## config.mk

```make
export PLATFORM = sky130hd
export DESIGN_NAME = itar_core
export DESIGN_NICKNAME = d
export VERILOG_FILES = /design/src/rtl/itar_pkg.sv /design/src/rtl/itar_sync.sv /design/src/rtl/itar_core.sv
export SDC_FILE = /design/constraint.sdc
export NUM_CORES = 1
export LEC_CHECK = 0
export BUFFER_PORTS_ARGS = -buffer_cell sky130_fd_sc_hd__buf_4
export CELL_PAD_IN_SITES_DETAIL_PLACEMENT = 0
export CELL_PAD_IN_SITES_GLOBAL_PLACEMENT = 1
export CORE_ASPECT_RATIO = 0.5
export CORE_MARGIN = 10
export CORE_UTILIZATION = 45
export CTS_CLUSTER_DIAMETER = 100
export CTS_CLUSTER_SIZE = 16
export DETAILED_ROUTE_END_ITERATION = 10
export GPL_ROUTABILITY_DRIVEN = 0
export PLACE_DENSITY_LB_ADDON = 0.3
export SYNTH_ARGS = -nofsm -noshare
export SYNTH_HDL_FRONTEND = slang
export SYNTH_HIERARCHICAL = 1
export SYNTH_SLANG_ARGS = --single-unit
```

## constraint.sdc

```tcl
create_clock -name clk -period 3.35 [get_ports clk]
set_input_delay 0.335 -clock clk [delete_from_list [all_inputs] [get_ports clk]]
set_output_delay 0.335 -clock clk [all_outputs]
set_load 0.01 [all_outputs]
```

## src/rtl/itar_pkg.sv

```systemverilog
// ==================================================================
// Register map, field layout and timing constants.
package itar_pkg;

   // Register indices; the byte address on the bus is four times the index.
   localparam logic [7:0] IDX_SAR1 = 8'hD6;
   localparam logic [7:0] IDX_SAR0 = 8'hD7;
   localparam logic [7:0] IDX_CTL = 8'hD8;
   localparam logic [7:0] IDX_IEN = 8'hD9;
   localparam logic [7:0] IDX_ICLR = 8'hDA;
   localparam logic [7:0] IDX_STAT = 8'hDB;
   localparam logic [7:0] IDX_CLOCK_LOW_COUNT = 8'hDC;
   localparam logic [7:0] IDX_CLOCK_HIGH_COUNT = 8'hDD;
   localparam logic [7:0] IDX_DATA_HOLD_COUNT = 8'hDE;
   localparam logic [7:0] IDX_DATA = 8'hDF;

   // Reset values.
   localparam logic [7:0] SAR_RST = 8'h00;
   localparam logic [7:0] CLOCK_LOW_COUNT_RST = 8'h3F;
   localparam logic [7:0] CLOCK_HIGH_COUNT_RST = 8'h3F;
   localparam logic [7:0] DATA_HOLD_COUNT_RST = 8'h01;
   localparam logic [7:0] DATA_RST = 8'hFF;
   localparam logic [4:0] CTL_RST = 5'h00;
   localparam logic [7:0] IEN_RST = 8'h00;

   // Control register fields.
   localparam int CTL_START = 0;
   localparam int CTL_STOP = 1;
   localparam int CTL_MASTER = 2;
   localparam int CTL_ACKNOWLEDGE_ENABLE = 3;
   localparam int CTL_EN = 4;

   // Status register fields.
   localparam int ST_RECEIVED_ACK_FLAG = 0;
   localparam int ST_TMODE = 1;
   localparam int ST_BUSY = 2;
   localparam int ST_LOST = 3;
   localparam int ST_SSEL = 4;
   localparam int ST_STOPD = 5;
   localparam int ST_BDONE = 6;
   localparam int ST_GCALL = 7;
   // Bits cleared by a status write, and bits that may interrupt.
   localparam logic [7:0] STAT_CLR_MASK = 8'h79;
   localparam logic [7:0] STAT_IRQ_MASK = 8'h78;
   // Interrupts that stretch SCL: all but stop detection.
   localparam logic [7:0] STAT_HOLD_MASK = 8'h58;

   // SCL low = 4*L+1, high = 4*H+3, SDA hold = hold+1 system clocks.
   localparam int SCL_MUL = 4;
   localparam int SCL_LOW_ADD = 1;
   localparam int SCL_HIGH_ADD = 3;
   localparam int SDA_HOLD_ADD = 1;
   localparam logic [3:0] BIT_ACK = 4'h8;
   localparam logic [3:0] BIT_PRE = 4'hF;

endpackage

```

## src/rtl/itar_sync.sv

```systemverilog
`timescale 1ns/1ps
// ==================================================================
// Three-flop input synchroniser with agreement filter.
module itar_sync import itar_pkg::*; (
   input wire logic clk, // System clock.
   input wire logic reset, // Synchronous reset, active high.
   input wire logic [1:0] pin_i, // Raw pin levels.
   output logic [1:0] lvl_o // Filtered levels.
);

   genvar g;
   generate
      for (g = 0; g < 2; g++) begin : g_bit
         logic s1_r;
         logic s2_r;
         logic s3_r;
         logic lv_r;
         // The first flop feeds only the second; a level change is
         // taken once the second and third stages agree.
         always_ff @(posedge clk) begin
            if (reset) begin
               s1_r <= 1'b1;
               s2_r <= 1'b1;
               s3_r <= 1'b1;
               lv_r <= 1'b1;
            end else begin
               s1_r <= pin_i[g];
               s2_r <= s1_r;
               s3_r <= s2_r;
               if (s2_r == s3_r) begin
                  lv_r <= s3_r;
               end
            end
         end
         assign lvl_o[g] = lv_r;
      end
   endgenerate

endmodule // itar_sync

```

## src/rtl/itar_core.sv

```systemverilog
// Design decision made here: the APB slave port.
`timescale 1ns/1ps
// ==================================================================
// Two-wire bus controller: timing, address and data registers.
// Function
// RL1 - Pending non-stop interrupt holds SCL low; held only in ST_XFER, so not after lost, which moves to ST_SKIP
// RL2 - Status write releases SCL, clears flags
// RL3 - Done, stop, select, lost raise interrupt
// RL4 - Master SCL low lasts 4*low+1 clocks
// RL5 - Master SCL high lasts 4*high+3 clocks
// RL6 - SDA changes hold+1 clocks after fall
// RL7 - Software sets hold near half low count
// RL8 - Slave hold+1 shorter than remote period
// RL9 - Transmitter shifts out the data byte
// RL10 - Receiver stores each byte in data
// RL11 - Address bits 7..1 compared as slave
// RL12 - Bit 0 enables general call acceptance
// RL13 - Second address register, same layout, reset
// RL14 - Match on either address selects slave
// RL15 - Acknowledge on match, general call, reception
// RL16 - Counters reload at each SCL phase
module itar_core import itar_pkg::*; (
   input wire logic clk, // System clock, 25 MHz.
   input wire logic reset, // Synchronous reset, active high.
   input wire logic psel, // APB select.
   input wire logic penable, // APB enable.
   input wire logic pwrite, // APB direction, high for write.
   input wire logic [11:0] paddr, // APB byte address.
   input wire logic [31:0] pwdata, // APB write data.
   output logic [31:0] prdata, // APB read data, registered.
   output logic pready, // APB ready, always high.
   output logic pslverr, // APB error on unmapped address.
   input wire logic scl_i, // SCL pin level.
   output logic scl_o, // SCL output value, always low.
   output logic scl_oe, // SCL pulled low while high.
   input wire logic sda_i, // SDA pin level.
   output logic sda_o, // SDA output value, always low.
   output logic sda_oe, // SDA pulled low while high.
   output logic irq // Level interrupt request.
);

   typedef enum logic [4:0] {
      ST_IDLE = 5'h01,
      ST_BEGIN = 5'h02,
      ST_XFER = 5'h04,
      ST_END = 5'h08,
      ST_SKIP = 5'h10
   } itar_state_t;

   typedef struct packed {
      itar_state_t st;
      logic [7:0] sar0;
      logic [7:0] sar1;
      logic [7:0] clock_low_count;
      logic [7:0] clock_high_count;
      logic [7:0] data_hold_count;
      logic [7:0] dbyte;
      logic [4:0] ctl;
      logic [7:0] stat;
      logic [7:0] ien;
      logic [7:0] shreg;
      logic [3:0] bitcnt;
      logic [9:0] tmr;
      logic [7:0] hcnt;
      logic hrun;
      logic ph_hi;
      logic scl_drv;
      logic sda_drv;
      logic addr_ph;
      logic scl_p;
      logic sda_p;
      logic sclo;
      logic irq;
      logic [31:0] prdata;
   } itar_regs_t;

   localparam itar_regs_t REGS_RST = '{st: ST_IDLE, sar0: SAR_RST, sar1: SAR_RST,
      clock_low_count: CLOCK_LOW_COUNT_RST, clock_high_count: CLOCK_HIGH_COUNT_RST, data_hold_count: DATA_HOLD_COUNT_RST, dbyte: DATA_RST, ctl: CTL_RST,
      ien: IEN_RST, bitcnt: BIT_PRE, scl_p: 1'b1, sda_p: 1'b1, default: '0};

   itar_regs_t s_r;
   itar_regs_t s_nxt;
   logic [1:0] lvl;
   logic scl_f;
   logic sda_f;

   // ==================================================================
   // Helpers.
   // Register index match on an aligned word address.
   function automatic logic idx_hit(input logic [11:0] a, input logic [7:0] idx);
      return (a[11:10] == 2'h0) && (a[9:2] == idx) && (a[1:0] == 2'h0);
   endfunction

   // Period reload values, one less than the cycle counts.
   function automatic logic [9:0] low_load(input logic [7:0] l);
      return 10'((SCL_MUL * int'(l)) + SCL_LOW_ADD - 1);
   endfunction

   function automatic logic [9:0] high_load(input logic [7:0] h);
      return 10'((SCL_MUL * int'(h)) + SCL_HIGH_ADD - 1);
   endfunction

   // Address match on either own-address register.
   function automatic logic addr_match(input logic [7:0] a, input logic [7:0] r);
      return (a[7:1] == r[7:1]) && (r[7:1] != 7'h00);
   endfunction

   // ==================================================================
   // Pin synchronisers.
   itar_sync u_sync (
      .clk(clk),
      .reset(reset),
      .pin_i({sda_i, scl_i}),
      .lvl_o(lvl)
   );
   assign scl_f = lvl[0];
   assign sda_f = lvl[1];

   // ==================================================================
   // Next-state logic for the whole block.
   always_comb begin
      logic wr;
      logic hold_b;
      logic hold_a;
      logic mst;
      logic tx_now;
      logic fall_ev;
      logic gc;
      logic hit;
      s_nxt = s_r;
      wr = psel && penable && pwrite;
      hold_b = |(s_r.stat & STAT_HOLD_MASK);
      hold_a = 1'b0;
      mst = s_r.ctl[CTL_MASTER];
      tx_now = s_r.addr_ph ? mst : s_r.stat[ST_TMODE];
      fall_ev = 1'b0;
      gc = 1'b0;
      hit = 1'b0;
      s_nxt.scl_p = scl_f;
      s_nxt.sda_p = sda_f;

      // Register writes; hardware events below win over clears.
      if (wr) begin
         if (idx_hit(paddr, IDX_SAR0)) s_nxt.sar0 = pwdata[7:0]; // RL11
         if (idx_hit(paddr, IDX_SAR1)) s_nxt.sar1 = pwdata[7:0]; // RL13
         if (idx_hit(paddr, IDX_CLOCK_LOW_COUNT)) s_nxt.clock_low_count = pwdata[7:0];
         if (idx_hit(paddr, IDX_CLOCK_HIGH_COUNT)) s_nxt.clock_high_count = pwdata[7:0];
         if (idx_hit(paddr, IDX_DATA_HOLD_COUNT)) s_nxt.data_hold_count = pwdata[7:0];
         if (idx_hit(paddr, IDX_DATA)) s_nxt.dbyte = pwdata[7:0]; // RL9
         if (idx_hit(paddr, IDX_CTL)) s_nxt.ctl = pwdata[4:0];
         if (idx_hit(paddr, IDX_IEN)) s_nxt.ien = pwdata[7:0];
         if (idx_hit(paddr, IDX_STAT)) s_nxt.stat = s_r.stat & ~STAT_CLR_MASK; // RL2
         if (idx_hit(paddr, IDX_ICLR)) s_nxt.stat = s_nxt.stat & ~pwdata[7:0];
      end

      // Read data is latched in the setup phase so it is stable in access.
      if (psel && !penable) begin
         s_nxt.prdata = 32'h0000_0000;
         if (idx_hit(paddr, IDX_SAR0)) s_nxt.prdata[7:0] = s_r.sar0;
         if (idx_hit(paddr, IDX_SAR1)) s_nxt.prdata[7:0] = s_r.sar1;
         if (idx_hit(paddr, IDX_CLOCK_LOW_COUNT)) s_nxt.prdata[7:0] = s_r.clock_low_count;
         if (idx_hit(paddr, IDX_CLOCK_HIGH_COUNT)) s_nxt.prdata[7:0] = s_r.clock_high_count;
         if (idx_hit(paddr, IDX_DATA_HOLD_COUNT)) s_nxt.prdata[7:0] = s_r.data_hold_count;
         if (idx_hit(paddr, IDX_DATA)) s_nxt.prdata[7:0] = s_r.dbyte; // RL10
         if (idx_hit(paddr, IDX_CTL)) s_nxt.prdata[4:0] = s_r.ctl;
         if (idx_hit(paddr, IDX_IEN)) s_nxt.prdata[7:0] = s_r.ien;
         if (idx_hit(paddr, IDX_STAT)) s_nxt.prdata[7:0] = s_r.stat;
      end

      // Start and stop conditions seen on the bus while SCL is high.
      if (scl_f && s_r.scl_p && s_r.sda_p && !sda_f) begin
         s_nxt.stat[ST_BUSY] = 1'b1;
         if (s_r.st != ST_BEGIN) begin
            s_nxt.st = ST_XFER;
            s_nxt.addr_ph = 1'b1;
            s_nxt.bitcnt = BIT_PRE;
            s_nxt.stat[ST_TMODE] = 1'b0;
            s_nxt.ctl[CTL_MASTER] = 1'b0;
         end
      end else if (scl_f && s_r.scl_p && !s_r.sda_p && sda_f) begin
         s_nxt.stat[ST_BUSY] = 1'b0;
         s_nxt.stat[ST_STOPD] = 1'b1; // RL3
         s_nxt.st = ST_IDLE;
         s_nxt.addr_ph = 1'b0;
         s_nxt.sda_drv = 1'b0;
         s_nxt.scl_drv = 1'b0;
         s_nxt.hrun = 1'b0;
      end else begin
         case (s_r.st)
            ST_IDLE: begin
               if (s_r.ctl[CTL_START] && mst && !s_r.stat[ST_BUSY]) begin
                  s_nxt.st = ST_BEGIN;
                  s_nxt.sda_drv = 1'b1;
                  s_nxt.tmr = high_load(s_r.clock_high_count);
                  s_nxt.ctl[CTL_START] = 1'b0;
               end
            end
            ST_BEGIN: begin
               // Start hold, then the first low phase with the address byte.
               if (s_r.tmr != 10'h000) begin
                  s_nxt.tmr = s_r.tmr - 10'h001;
               end else begin
                  s_nxt.st = ST_XFER;
                  s_nxt.scl_drv = 1'b1;
                  s_nxt.ph_hi = 1'b0;
                  s_nxt.tmr = low_load(s_r.clock_low_count); // RL4
                  s_nxt.bitcnt = 4'h0;
                  s_nxt.addr_ph = 1'b1;
                  s_nxt.shreg = s_r.dbyte; // RL9
                  s_nxt.hrun = 1'b1;
                  s_nxt.hcnt = s_r.data_hold_count; // RL6
               end
            end
            ST_XFER: begin
               if (mst) begin
                  // Master clock generation; a held bus pauses the low phase.
                  if (s_r.ph_hi) begin
                     if (s_r.tmr != 10'h000) begin
                        s_nxt.tmr = s_r.tmr - 10'h001;
                     end else if (scl_f) begin
                        s_nxt.scl_drv = 1'b1;
                        s_nxt.ph_hi = 1'b0;
                        s_nxt.tmr = low_load(s_r.clock_low_count); // RL16
                        fall_ev = 1'b1;
                     end
                  end else if (s_r.tmr != 10'h000) begin
                     s_nxt.tmr = s_r.tmr - 10'h001;
                  end else if (!hold_b) begin
                     s_nxt.scl_drv = 1'b0;
                     s_nxt.ph_hi = 1'b1;
                     s_nxt.tmr = high_load(s_r.clock_high_count); // RL5
                  end
               end else begin
                  fall_ev = s_r.scl_p && !scl_f;
               end
               // Sample on the rising edge; the ack bit is not shifted in.
               if (scl_f && !s_r.scl_p && s_r.bitcnt != BIT_PRE) begin
                  if (s_r.bitcnt == BIT_ACK) begin
                     if (tx_now) s_nxt.stat[ST_RECEIVED_ACK_FLAG] = ~sda_f;
                     if (mst && s_r.addr_ph) s_nxt.stat[ST_GCALL] = ~sda_f;
                  end else begin
                     s_nxt.shreg = {s_r.shreg[6:0], sda_f};
                     if (mst && tx_now && !s_r.sda_drv && !sda_f) begin
                        s_nxt.stat[ST_LOST] = 1'b1; // RL3
                        s_nxt.ctl[CTL_MASTER] = 1'b0;
                        s_nxt.scl_drv = 1'b0;
                        s_nxt.sda_drv = 1'b0;
                        s_nxt.st = ST_SKIP;
                     end
                  end
               end
               // Falling edge: advance the bit and restart the hold delay.
               if (fall_ev) begin
                  s_nxt.hrun = 1'b1;
                  s_nxt.hcnt = s_r.data_hold_count; // RL6
                  if (s_r.bitcnt == BIT_ACK) begin
                     s_nxt.bitcnt = 4'h0;
                     s_nxt.stat[ST_BDONE] = 1'b1; // RL3
                     s_nxt.addr_ph = 1'b0;
                     if (s_r.addr_ph && mst) s_nxt.stat[ST_TMODE] = ~s_r.shreg[0];
                     if (!tx_now) s_nxt.dbyte = s_r.shreg; // RL10
                  end else begin
                     s_nxt.bitcnt = s_r.bitcnt + 4'h1;
                     if (s_r.bitcnt == 4'h7 && s_r.addr_ph && !mst) begin
                        gc = (s_r.shreg == 8'h00) && (s_r.sar0[0] || s_r.sar1[0]); // RL12
                        hit = addr_match(s_r.shreg, s_r.sar0)
                           || addr_match(s_r.shreg, s_r.sar1); // RL14
                        if (hit || gc) begin
                           s_nxt.stat[ST_SSEL] = 1'b1; // RL11
                           s_nxt.stat[ST_GCALL] = gc;
                           s_nxt.stat[ST_TMODE] = s_r.shreg[0];
                        end else begin
                           s_nxt.st = ST_SKIP;
                           s_nxt.hrun = 1'b0;
                        end
                     end
                  end
               end else if (s_r.hrun) begin
                  if (s_r.hcnt != 8'h00) begin
                     s_nxt.hcnt = s_r.hcnt - 8'h01;
                  end else begin
                     s_nxt.hrun = 1'b0;
                     if (s_r.bitcnt == BIT_ACK) begin
                        s_nxt.sda_drv = !tx_now && s_r.ctl[CTL_ACKNOWLEDGE_ENABLE]; // RL15
                     end else begin
                        s_nxt.sda_drv = tx_now && !s_r.shreg[7]; // RL9
                     end
                  end
               end
            end
            ST_END: begin
               // Stop: SDA low through a low phase, release SCL, then SDA.
               if (s_r.tmr != 10'h000) begin
                  s_nxt.tmr = s_r.tmr - 10'h001;
               end else if (!s_r.ph_hi) begin
                  s_nxt.scl_drv = 1'b0;
                  s_nxt.ph_hi = 1'b1;
                  s_nxt.tmr = high_load(s_r.clock_high_count); // RL5
               end else if (scl_f) begin
                  s_nxt.sda_drv = 1'b0;
                  s_nxt.ctl[CTL_STOP] = 1'b0;
                  s_nxt.st = ST_IDLE;
               end
            end
            ST_SKIP: begin
               s_nxt.sda_drv = 1'b0;
            end
            default: begin
               s_nxt.st = ST_IDLE;
            end
         endcase
      end

      // Release of a held bus: a master with stop set starts the stop; otherwise reload the byte when transmitting and replay the hold delay.
      hold_a = |(s_nxt.stat & STAT_HOLD_MASK);
      if (hold_b && !hold_a && s_r.st == ST_XFER && s_nxt.st == ST_XFER) begin
         if (mst && s_r.ctl[CTL_STOP]) begin
            s_nxt.st = ST_END;
            s_nxt.sda_drv = 1'b1;
            s_nxt.ph_hi = 1'b0;
            s_nxt.tmr = low_load(s_r.clock_low_count);
            s_nxt.hrun = 1'b0;
         end else begin
            if (s_nxt.stat[ST_TMODE]) s_nxt.shreg = s_nxt.dbyte; // RL9
            s_nxt.hrun = 1'b1;
            s_nxt.hcnt = s_r.data_hold_count;
            // A fresh low phase, so the replayed SDA change lands while SCL is low.
            if (mst) s_nxt.tmr = low_load(s_r.clock_low_count); // RL16
         end
      end

      // A disabled controller lets go of both lines.
      if (!s_nxt.ctl[CTL_EN]) begin
         s_nxt.st = ST_IDLE;
         s_nxt.scl_drv = 1'b0;
         s_nxt.sda_drv = 1'b0;
         s_nxt.hrun = 1'b0;
      end

      // Stretch SCL while a non-stop interrupt is pending and the state is ST_XFER.
      s_nxt.sclo = s_nxt.scl_drv || (hold_a && s_nxt.st == ST_XFER); // RL1
      s_nxt.irq = |(s_nxt.stat & s_nxt.ien & STAT_IRQ_MASK); // RL3
   end

   // ==================================================================
   // State register.
   always_ff @(posedge clk) begin
      if (reset) begin
         s_r <= REGS_RST;
      end else begin
         s_r <= s_nxt;
      end
   end

   // ==================================================================
   // Outputs. The bus never waits, so a transfer takes two cycles.
   assign prdata = s_r.prdata;
   assign pready = 1'b1;
   assign pslverr = psel && penable && !(idx_hit(paddr, IDX_SAR0)
      || idx_hit(paddr, IDX_SAR1) || idx_hit(paddr, IDX_CLOCK_LOW_COUNT)
      || idx_hit(paddr, IDX_CLOCK_HIGH_COUNT) || idx_hit(paddr, IDX_DATA_HOLD_COUNT)
      || idx_hit(paddr, IDX_DATA) || idx_hit(paddr, IDX_CTL)
      || idx_hit(paddr, IDX_IEN) || idx_hit(paddr, IDX_ICLR)
      || idx_hit(paddr, IDX_STAT));
   assign scl_o = 1'b0;
   assign sda_o = 1'b0;
   assign scl_oe = s_r.sclo;
   assign sda_oe = s_r.sda_drv;
   assign irq = s_r.irq;

endmodule // itar_core

```

==> results of run 1 <==
## worst min-delay path by stage
stage,slack (ns),endpoint,from
after floorplan,0.38,u_sync/g_bit[0].s2_r,u_sync/g_bit[0].s1_r
after global placement,0.39,u_sync/g_bit[0].s2_r,u_sync/g_bit[0].s1_r
after detailed placement,0.39,u_sync/g_bit[1].s2_r,u_sync/g_bit[1].s1_r
after CTS,0.08,u_sync/g_bit[0].s1_r,scl_i
after global routing,0.08,u_sync/g_bit[0].s1_r,scl_i
final,0.08,u_sync/g_bit[0].s1_r,scl_i
## layer usage
metal  part of all wire, %  GRT usage [%]
met2                    41           33.9
met5                     0              0
met4                   1.7           6.57
met3                    12           6.62
met1                    46           33.3
## cells in the final DEF, fill, tap and decap left out, types with 27 or more instances in the layout
| master | count |
|---|---|
| buf_4 | 72 |
| nand3_1 | 28 |
| mux2_2 | 34 |
| a21oi_1 | 61 |
| nor3_1 | 30 |
| o21ai_0 | 43 |
| nand2_1 | 90 |
| dfxtp_1 | 129 |
| nor2_1 | 102 |
| conb_1 | 27 |
| mux2i_1 | 55 |
## stage by stage
| step | area, um2 | instances |
|---|---|---|
| floorplan | 8510 | 1070 |
| global placement | 8790 | 1276 |
| detailed placement | 8790 | 1276 |
| CTS | 9370 | 1308 |
| global route | 9370 | 1308 |
| finish | 9370 | 1308 |
## registers in the layout, indices dropped and copies added, names as in the netlist, named ones only
| signal | flops |
|---|---|
| scl_oe | 1 |
| u_sync/g_bit.s3_r | 2 |
| prdata | 8 |
| u_sync/g_bit.lv_r | 2 |
| u_sync/g_bit.s1_r | 2 |
| u_sync/g_bit.s2_r | 2 |
| sda_oe | 1 |
| s_r | 107 |
| irq | 1 |
## synth_stat cells, drive strengths merged (5+ instances only)
master     n  area [um2]
a211oi    26         195
a21oi     62         314
a221oi    25         219
a22oi      9        67.6
a2bb2oi    8        70.1
a31oi     17         113
a32oi     14         123
and2      22         139
and3      13        81.3
buf       61         404
clkbuf    45         169
dfxtp    129        2580
ha         5        62.6
inv       24        90.1
mux2      34         383
mux2i     55         551
nand2     91         344
nand2b    15        93.8
nand3     30         168
nand4      8        62.6
nor2     105         407
nor2b     18         113
nor3      36         206
nor4      15         124
o211ai     9        67.6
o21a       5        37.5
o21ai     51         270
o22ai      7        43.8
or2       11        68.8
xnor2      9        78.8
xor2      12         105
## power by group through the flow
stage               combinational, mW  clock, mW  sequential (mW)
floorplan                       0.118          0             1.58
finish                          0.162       1.88             1.55
global route                    0.175       1.97             1.55
global placement                0.156          0             1.58
detailed placement              0.157          0             1.58
CTS                             0.157       1.90             1.55
## cell type report
| cell class | count | area [um2] | area share (%) |
|---|---|---|---|
| tap | 240 | 300 | 3.20 |
| timing repair buffer | 72 | 541 | 5.77 |
| multi-input combinational | 810 | 5280 | 56.3 |
| clock buffer | 19 | 443 | 4.73 |
| sequential | 129 | 2580 | 27.6 |
| inverter | 25 | 93.8 | 1.00 |
| clock inverter | 13 | 136 | 1.46 |
## worst max-delay path, stage by stage, from the launching register on
cell and delay, ns:
dfxtp_1 0.39, ha_1 0.26, nand4b_1 0.21, nand2b_1 0.28, or4_1 0.55, o221ai_1 0.25, mux2i_1 0.31, nand4b_2 0.37
mux2_2 0.39
## cell families (layout without fill, tap and decap cells)
logic type / Yosys count / in the layout
xor+xnor: 21 / 21
compound gates: 277 / 277
simple gates: 391 / 391
mux: 89 / 89
fa+ha+maj: 5 / 5
buf+inv: 131 / 129
flops: 129 / 129
other cells: 2 / 27
==> impl_results.md, run 1 <==
* Outcome: complete, no violations
* Tightest Pin Transition at 0.752 ns
* Worst-path maximum fanout at 8
* Hold crit path type: input pin to flip-flop
* Final setup vio count at 0
* Total grt overflow at 0
* Worst reg-to-reg path cell count at 8
* Max-Cap Viols at 0
* CTS Hold Bufs at 0
* DIE AREA at 0.0249 mm2
* DRT Wirelength at 29.2 mm
* Post-CTS Setup Repair Bufs at 0
* Setup crit end: s_r[68]
* Final Util at 51.0%
* Part of the cycle the worst path needs at 93.2%
* Max H-tree Level at 4
* Num CTS Buffers at 17
* PortBufs at 38
* Drt first pass iters at 5
* Clock Path Buffers at 2
* Share of cells above drive strength 1 at 15.9%
* Multiplexer share of the synthesized area at 11.1%
* Post-route setup slack at 0.227 ns
* Starting Density at 45.8%
* Final Critical Period at 3.12 ns
* DRT iter0 DRCs at 1143
* # rows at 35
* Combinational Power Share at 4.5%
* Die Wd at 213 um
* FF-to-FF setup slack at 0.23 ns
* WHS at 0.0827 ns
* Switching Share at 24.7%
* Hold path depth at 2
* Sequential Power Share at 43.1%
* Crit path required time at 3.67 ns
* Area Growth Syn to Fin at 11.3%
* PD cells at 383 mW/mm2
* Lkg Pwr at 3.46 nW
* R2r endpoint: s_r[68]
* Via/cell ratio at 6.31
* CP startpoint kind: flip-flop
* Ys async rst share at 0%
* Crit. End Element: flip-flop
* Critical path class: flip-flop to flip-flop
* Worst-case vdd ir drop at 0.368 mV
* Clk_lat worst skew at 0.43 ns
* Final setup TNS at 0 ns
* Total GRT Usage at 23.5%
* XOR/XNOR Fraction of Synth Area at 2.18%
* DP HPWL at 21.2 mm
* Mapped Area at 0.00842 mm2
* Final hold violation count at 0
* Residual DRC count at 0
* Die Ht at 117 um
* Net count of the finished layout at 1111
* Filler cells at 1771
* Clock power share at 52.4%
* Psw at 0.887 mW
* Largest net degree at the start of global routing at 46
* Slew headroom at 49.8%
* Simple-gate share of the synthesized area at 24.6%
* Power Total at 3.59 mW
* Largest family of logic cells by synthesized area: simple AND/OR/NAND/NOR gates
* Wire per inst at 22.3 um
* Slew Viols, Final at 0
* Core Box Area at 0.0184 mm2
* Achievable Freq at 0.320 GHz
* Critical Path Start: s_r[59]
* First-pass GRT wire length at 45.0 mm
* Clk Tree Root Cell: clkbuf_16
* Synth unique cells at 86
* Initial antenna violation count at 0
* Syn. warnings at 6
* RSZ-0062 raised after global routing: no
* Seq/Total Area, Yosys at 30.7%
* Post-synthesis adder-cell area fraction at 0.743%
* Ant. Diodes at 0
* Post-synth EDFFs at 0
* Reg2reg start: s_r[59]
* Avg Cell Area, Syn at 8.06 um2
* Gate Count Post-Synth at 1045
* Post-cts resize count at 0
* Worst Setup Slack post-DPL at 0.296 ns
* Number of global-route vias before repair at 7696
* Internal at 2.71 mW
* Main synth FF type: dfxtp_1
* Clock transition at the registers of the reported paths at 0.06 ns
* I/O Pins at 90
* Yosys reg bits at 129
* Antenna-violating nets left at 0
* CTS tree: yes
* Skew final at 0.00881 ns
* Critical path arrival at 3.44 ns
* Compound-cell area share of the yosys netlist at 22.7%
* Vias at 8254
* # clock sinks at 129
No activity file was read; power rests on OpenSTA's default activity.
==> run 2: changes to the inputs <==
Settings changed: CORE_ASPECT_RATIO 0.5 to 0.9, PLACE_DENSITY set to 0.82, PLACE_DENSITY_LB_ADDON 0.3 to unset.
==> run 2 against run 1 <==
- non-clock buffer count is 8 lower
- cell count is 0.23% lower
- worst hold slack better by 0.0028 ns
- clock power is 5% higher
- critical path type unchanged
- largest power group unchanged
- sequential share of layout area hardly changed
- cell area is 0.16% lower
- highest routed layer unchanged
- clock-buffer cell count stayed put
- critical path depth stayed put
- clock skew hardly changed
- power is 2.7% higher
- wire length is 2.1% lower
- core utilization is 0.12 points lower
==> impl_results.md, run 2 (synthesis gave the netlist of run 1 again) <==
* Critical path class: flip-flop to flip-flop
* I/O Pins at 90 (unchanged)
* CTS Hold Bufs at 0 (unchanged)
* Number of global-route vias before repair at 7632 (-0.83%)
* DRT Wirelength at 28.6 mm (-2.1%)
* Achievable Freq at 0.321 GHz (+0.34%)
* Largest register by flop count: s_r
* # clock sinks at 129 (unchanged)
* Max H-tree Level at 4 (unchanged)
* Core Box Area at 0.0184 mm2 (about the same)
* Die Ht at 150 um (+28%)
* Antenna-violating nets left at 0 (unchanged)
* Outcome: complete, no violations
* Ant. Diodes at 0 (unchanged)
* Multi-input logic area at 0.00528 mm2 (unchanged)
* Clock transition at the registers of the reported paths at 0.06 ns (about the same)
* CTS tree: yes
* Clk Tree Root Cell: clkbuf_16
* Initial antenna violation count at 0 (unchanged)
* Hold Path Origin: scl_i
* Max-Cap Viols at 0 (unchanged)
* DP HPWL at 20.4 mm (-3.7%)
* Total grt overflow at 0 (unchanged)
* Tightest Pin Transition at 1.16 ns (+0.409 ns)
* DIE AREA at 0.0246 mm2 (-1.3%)
* Delay-heaviest family, CP: simple AND/OR/NAND/NOR gates
* Final setup vio count at 0 (unchanged)
* FF-to-FF setup slack at 0.24 ns (about the same)
* Switching Share at 24.2% (-0.51 points)
* Worst-path maximum fanout at 8 (unchanged)
* Post-route setup slack at 0.238 ns (+0.0107 ns)
* Skew final at 0.00917 ns (+0.000362 ns)
* Filler cells at 1814 (+2.4%)
* PD cells at 394 mW/mm2 (+2.9%)
* Post-CTS Setup Repair Bufs at 0 (unchanged)
* Internal at 2.80 mW (+3.4%)
* Buffers and inverters on the worst path at 0 (unchanged)
* Critical path arrival at 3.44 ns (about the same)
* Psw at 0.892 mW (+0.56%)
* Hold-critical path endpoint: u_sync/g_bit[0].s1_r
* Total GRT Usage at 23.1% (-0.45 points)
* Starting Density at 45.7% (about the same)
* Final hold violation count at 0 (unchanged)
* Sequential cell area at 0.00258 mm2 (unchanged)
* Post-cts resize count at 0 (unchanged)
* Slowest cell on crit path: or4_1
* Slew Viols, Final at 0 (unchanged)
* Sequential Power Share at 41.9% (-1.2 points)
* RSZ-0062 raised after global routing: no
* R2r endpoint: s_r[69]
* Largest net degree at the start of global routing at 63 (+37%)
* Residual DRC count at 0 (unchanged)
* First-pass GRT wire length at 44.4 mm (-1.4%)
* Wire per inst at 21.9 um (-1.9%)
* Hold crit path type: input pin to flip-flop
* Largest stage delay, worst path at 0.54 ns (about the same)
* Die Wd at 164 um (-23%)
* Worst reg-to-reg path cell count at 8 (unchanged)
* Reg2reg start: s_r[59]
* Crit path required time at 3.68 ns (about the same)
* Final Critical Period at 3.11 ns (-0.0107 ns)
* CP startpoint kind: flip-flop
* Via/cell ratio at 6.28 (-0.49%)
* Slew headroom at 21.9% (-28 points)
* Part of the cycle the worst path needs at 92.9% (-0.32 points)
* Worst Setup Slack post-DPL at 0.367 ns (+0.0715 ns)
* Commonest non-fill, non-tap cell in the layout: dfxtp_1
* DRT iter0 DRCs at 990 (-13%)
* Clock Path Buffers at 2 (unchanged)
* Vias at 8195 (-0.71%)
* Clock power share at 53.6% (+1.2 points)
* Lkg Pwr at 3.45 nW (-0.36%)
* Critical Path Start: s_r[59]
* Hold path depth at 2 (unchanged)
* Crit path cell chain: ha_1, nand4b_1, nand2b_1, or4_1, o221ai_1, mux2i_1, nand4b_2, mux2_2
* Share of cells above drive strength 1 at 15.3% (-0.63 points)
* Drt first pass iters at 6 (+1)
* Commonest cells after routing, fill and taps aside: dfxtp_1, nor2_1, nand2_1
* PortBufs at 38 (unchanged)
* Worst-case vdd ir drop at 0.347 mV (-5.7%)
* Net count of the finished layout at 1103 (-0.72%)
* # rows at 47 (+34%)
* Clk_lat worst skew at 0.44 ns (about the same)
* Area Growth Syn to Fin at 11.1%
* Largest register FFs at 107 (unchanged)
* Final setup TNS at 0 ns (unchanged)
* Num CTS Buffers at 17 (unchanged)
* Crit. End Element: flip-flop
* Combinational Power Share at 4.4% (about the same)
-- run 2: area by class of cell --
cell class	count	share of cell area, %
clock buffers	19	4.73
clock inverters	13	1.87
inverters	25	1.00
multi-input cells	810	56.4
flip-flops and latches	129	27.6
well taps	245	3.28
repair buffers	64	5.14
-- run 2: power by group through the flow --
| stage | sequential [mW] | combinational (mW) | clock, mW |
|---|---|---|---|
| 4_1_cts | 1.55 | 0.159 | 1.99 |
| 3_5_place_dp | 1.58 | 0.159 | 0 |
| 3_3_place_gp | 1.58 | 0.159 | 0 |
| 6_report | 1.55 | 0.163 | 1.98 |
| 2_1_floorplan | 1.58 | 0.118 | 0 |
| 5_1_grt | 1.55 | 0.174 | 2.06 |
-- run 2: metal layers --
| layer | track usage, % | share of wire (%) | vias up |
|---|---|---|---|
| li1 | - | - | 3790 |
| met1 | 32.0 | 45 | 3901 |
| met2 | 34.0 | 43 | 433 |
| met3 | 5.36 | 9.6 | 71 |
| met4 | 8.57 | 2.6 | 0 |
| met5 | 0 | 0 | - |
-- run 2: how the worst max path moves through the flow --
stage	end	slack, ns	depth (start not counted)
6_report	s_r[69]	0.24	8
5_1_grt	s_r[69]	0.009	8
4_1_cts	s_r[47]	0.28	7
3_5_place_dp	s_r[65]	0.37	8
3_3_place_gp	s_r[65]	0.35	8
2_1_floorplan	s_r[69]	0.83	7
-- run 2: metrics by stage --
step / hold slack [ns] / cell area (um2) / utilization (%) / power (mW) / cells
global route: 0.0899 / 9360 / 50.8 / 3.78 / 1305
global placement: 0.397 / 8740 / 47.5 / 1.74 / 1273
CTS: 0.0896 / 9360 / 50.8 / 3.69 / 1305
floorplan: 0.383 / 8510 / - / 1.70 / 1070
detailed placement: 0.398 / 8740 / 47.5 / 1.74 / 1273
finish: 0.0855 / 9360 / 50.8 / 3.69 / 1305
==> run 3: changes to the inputs <==
Settings changed: BUFFER_PORTS_ARGS -buffer_cell sky130_fd_sc_hd__buf_4 to unset, CORE_UTILIZATION 45 to 48, DONT_BUFFER_PORTS set to 1, PLACE_DENSITY 0.82 to 0.81.
==> run 3 against run 2 <==
- worst hold slack lost 0.077 ns
- clock skew grew 0.0023 ns
- clock-buffer cell count decreased by 2
- wire length is 1.7% higher
- via count decreased by 1.3%
- critical path type unchanged
==> impl_results.md, run 3 (synthesis gave the netlist of run 1 again) <==
* Slew headroom at 23.1% (+1.2 points)
* Internal at 2.62 mW (-6.6%)
* Worst-case vdd ir drop at 0.330 mV (-5.1%)
* Combinational Power Share at 2.6% (-1.8 points)
* Sequential Power Share at 44.1% (+2.2 points)
* Worst Setup Slack post-DPL at 0.384 ns (+0.0172 ns)
* Share of cells above drive strength 1 at 12.2% (-3.1 points)
* Outcome: complete, no violations
* Crit. End Element: flip-flop
* Post-cts resize count at 0 (unchanged)
* Core Box Area at 0.0171 mm2 (-7.3%)
* Largest register by flop count: s_r
* Clock Path Buffers at 2 (unchanged)
* Critical path arrival at 3.36 ns (-0.08 ns)
* Num CTS Buffers at 17 (unchanged)
* Net count of the finished layout at 1067 (-3.3%)
* Wire per inst at 23.1 um (+5.4%)
* Placed cells at 1224 (-3.8%)
* DRT iter0 DRCs at 954 (-3.6%)
* Largest stage delay, worst path at 0.54 ns (about the same)
* Ant. Diodes at 0 (unchanged)
* Achievable Freq at 0.329 GHz (+2.2%)
* Crit path cell chain: ha_1, nand4b_1, nand2b_1, or4_1, o221ai_1, mux2i_1, nand4b_2, mux2_2
* Slowest cell on crit path: or4_1
* CP startpoint kind: flip-flop
* Met2 layer usage reported by global route at 35.3% (+1.3 points)
* I/O Pins at 90 (unchanged)
* Antenna-violating nets left at 0 (unchanged)
* Met1 Use GR at 34.2% (+2.2 points)
* Final Util at 53.0% (+2.2 points)
* Clock power share at 53.3% (-0.3 points)
* Largest net degree at the start of global routing at 48 (-24%)
* Switching Share at 25.6% (+1.4 points)
* Gr busiest metal: met2
* DP HPWL at 20.0 mm (-1.7%)
* DRT Wirelength at 29.1 mm (+1.7%)
* Clock transition at the registers of the reported paths at 0.06 ns (about the same)
* Critical path class: flip-flop to flip-flop
* Buffers and inverters on the worst path at 0 (unchanged)
* Max-Cap Viols at 0 (unchanged)
* Total grt overflow at 0 (unchanged)
* Die Wd at 160 um (-2.8%)
* Residual DRC count at 0 (unchanged)
* Slew Viols, Final at 0 (unchanged)
* Delay-heaviest family, CP: simple AND/OR/NAND/NOR gates
* RSZ-0062 raised after global routing: no
* Final hold violation count at 0 (unchanged)
* Number of global-route vias before repair at 7267 (-4.8%)
* PD cells at 389 mW/mm2 (-1.5%)
* Total GRT Usage at 23.9% (+0.80 points)
* Skew final at 0.0115 ns (+0.00234 ns)
* Met3 Resource Use GR at 4.91% (-0.44 points)
* Starting Density at 49.4% (+3.6 points)
* Psw at 0.900 mW (+0.97%)
* Die Ht at 146 um (-2.8%)
* Final setup TNS at 0 ns (unchanged)
* PortBufs at 0 (-100%)
* Hold crit path type: input pin to flip-flop
* Drt first pass iters at 7 (+1)
* Tightest Pin Transition at 1.15 ns (-0.00816 ns)
* # clock sinks at 129 (unchanged)
* Final setup vio count at 0 (unchanged)
* Worst-path maximum fanout at 8 (unchanged)
* Initial antenna violation count at 0 (unchanged)
* Post-route setup slack at 0.306 ns (+0.0684 ns)
* Via/cell ratio at 6.42 (+2.3%)
* Vias at 8088 (-1.3%)
* Largest register FFs at 107 (unchanged)
* DIE AREA at 0.0232 mm2 (-5.5%)
* Crit path required time at 3.66 ns (-0.02 ns)
* Lkg Pwr at 3.26 nW (-5.7%)
* Clk_lat worst skew at 0.43 ns (about the same)
* Part of the cycle the worst path needs at 90.9% (-2.0 points)
* Post-CTS Setup Repair Bufs at 0 (unchanged)
* Commonest non-fill, non-tap cell in the layout: dfxtp_1
* First-pass GRT wire length at 44.4 mm (about the same)
* Commonest cells after routing, fill and taps aside: dfxtp_1, nor2_1, nand2_1
* Area Growth Syn to Fin at 7.44%
* Finished Layout Cells at 1259 (-3.5%)
* Cell area after layout at 0.00905 mm2 (-3.3%)
* Max H-tree Level at 4 (unchanged)
* Final Critical Period at 3.04 ns (-0.0684 ns)
* Area after DPL at 0.00843 mm2 (-3.5%)
* # rows at 45 (-4.3%)
* Clk Tree Root Cell: clkbuf_16
* CTS tree: yes
## run 3: timing repair
action,in CTS,in global routing
hold buffers,3,0
endpoints found under the setup margin,0,0
hold endpoints to repair,47,0
## run 3: worst paths after layout
path	startpoint	end	slack (ns)	cells past startpoint
max reg2reg	s_r[59]	s_r[67]	0.31	8
min	reset	u_sync/g_bit[0].s1_r	0.008	1
max	s_r[59]	s_r[67]	0.31	8
min reg2reg	u_sync/g_bit[1].s1_r	u_sync/g_bit[1].s2_r	0.41	1
## run 3: area by class of cell
type / instances / area, um2
repair buffers: 28 / 228
clock inverters: 15 / 149
multi-input cells: 810 / 5280
well taps: 235 / 294
inverters: 25 / 93.8
fillers: 1701 / 8010
clock buffers: 17 / 425
flip-flops and latches: 129 / 2580
## run 3: power groups by stage
stage / logic, mW / registers (mW) / clock network (mW)
after global placement: 0.0686 / 1.59 / 0
after floorplan: 0.118 / 1.58 / 0
after CTS: 0.0894 / 1.55 / 1.87
after global routing: 0.0992 / 1.55 / 1.94
final: 0.0919 / 1.55 / 1.87
after detailed placement: 0.0686 / 1.59 / 0
## run 3: metrics by stage
stage               hold WS (ns)  power, mW
CTS                      0.00220       3.51
floorplan                  0.383       1.70
global placement           0.386       1.65
detailed placement         0.394       1.65
global route             0.00504       3.59
finish                   0.00799       3.52
## run 3: layer usage
metal	up-vias	share of wire, %
met2	434	43
met5	-	0
met1	3868	45
met4	0	2.3
met3	57	9.3
li1	3729	-
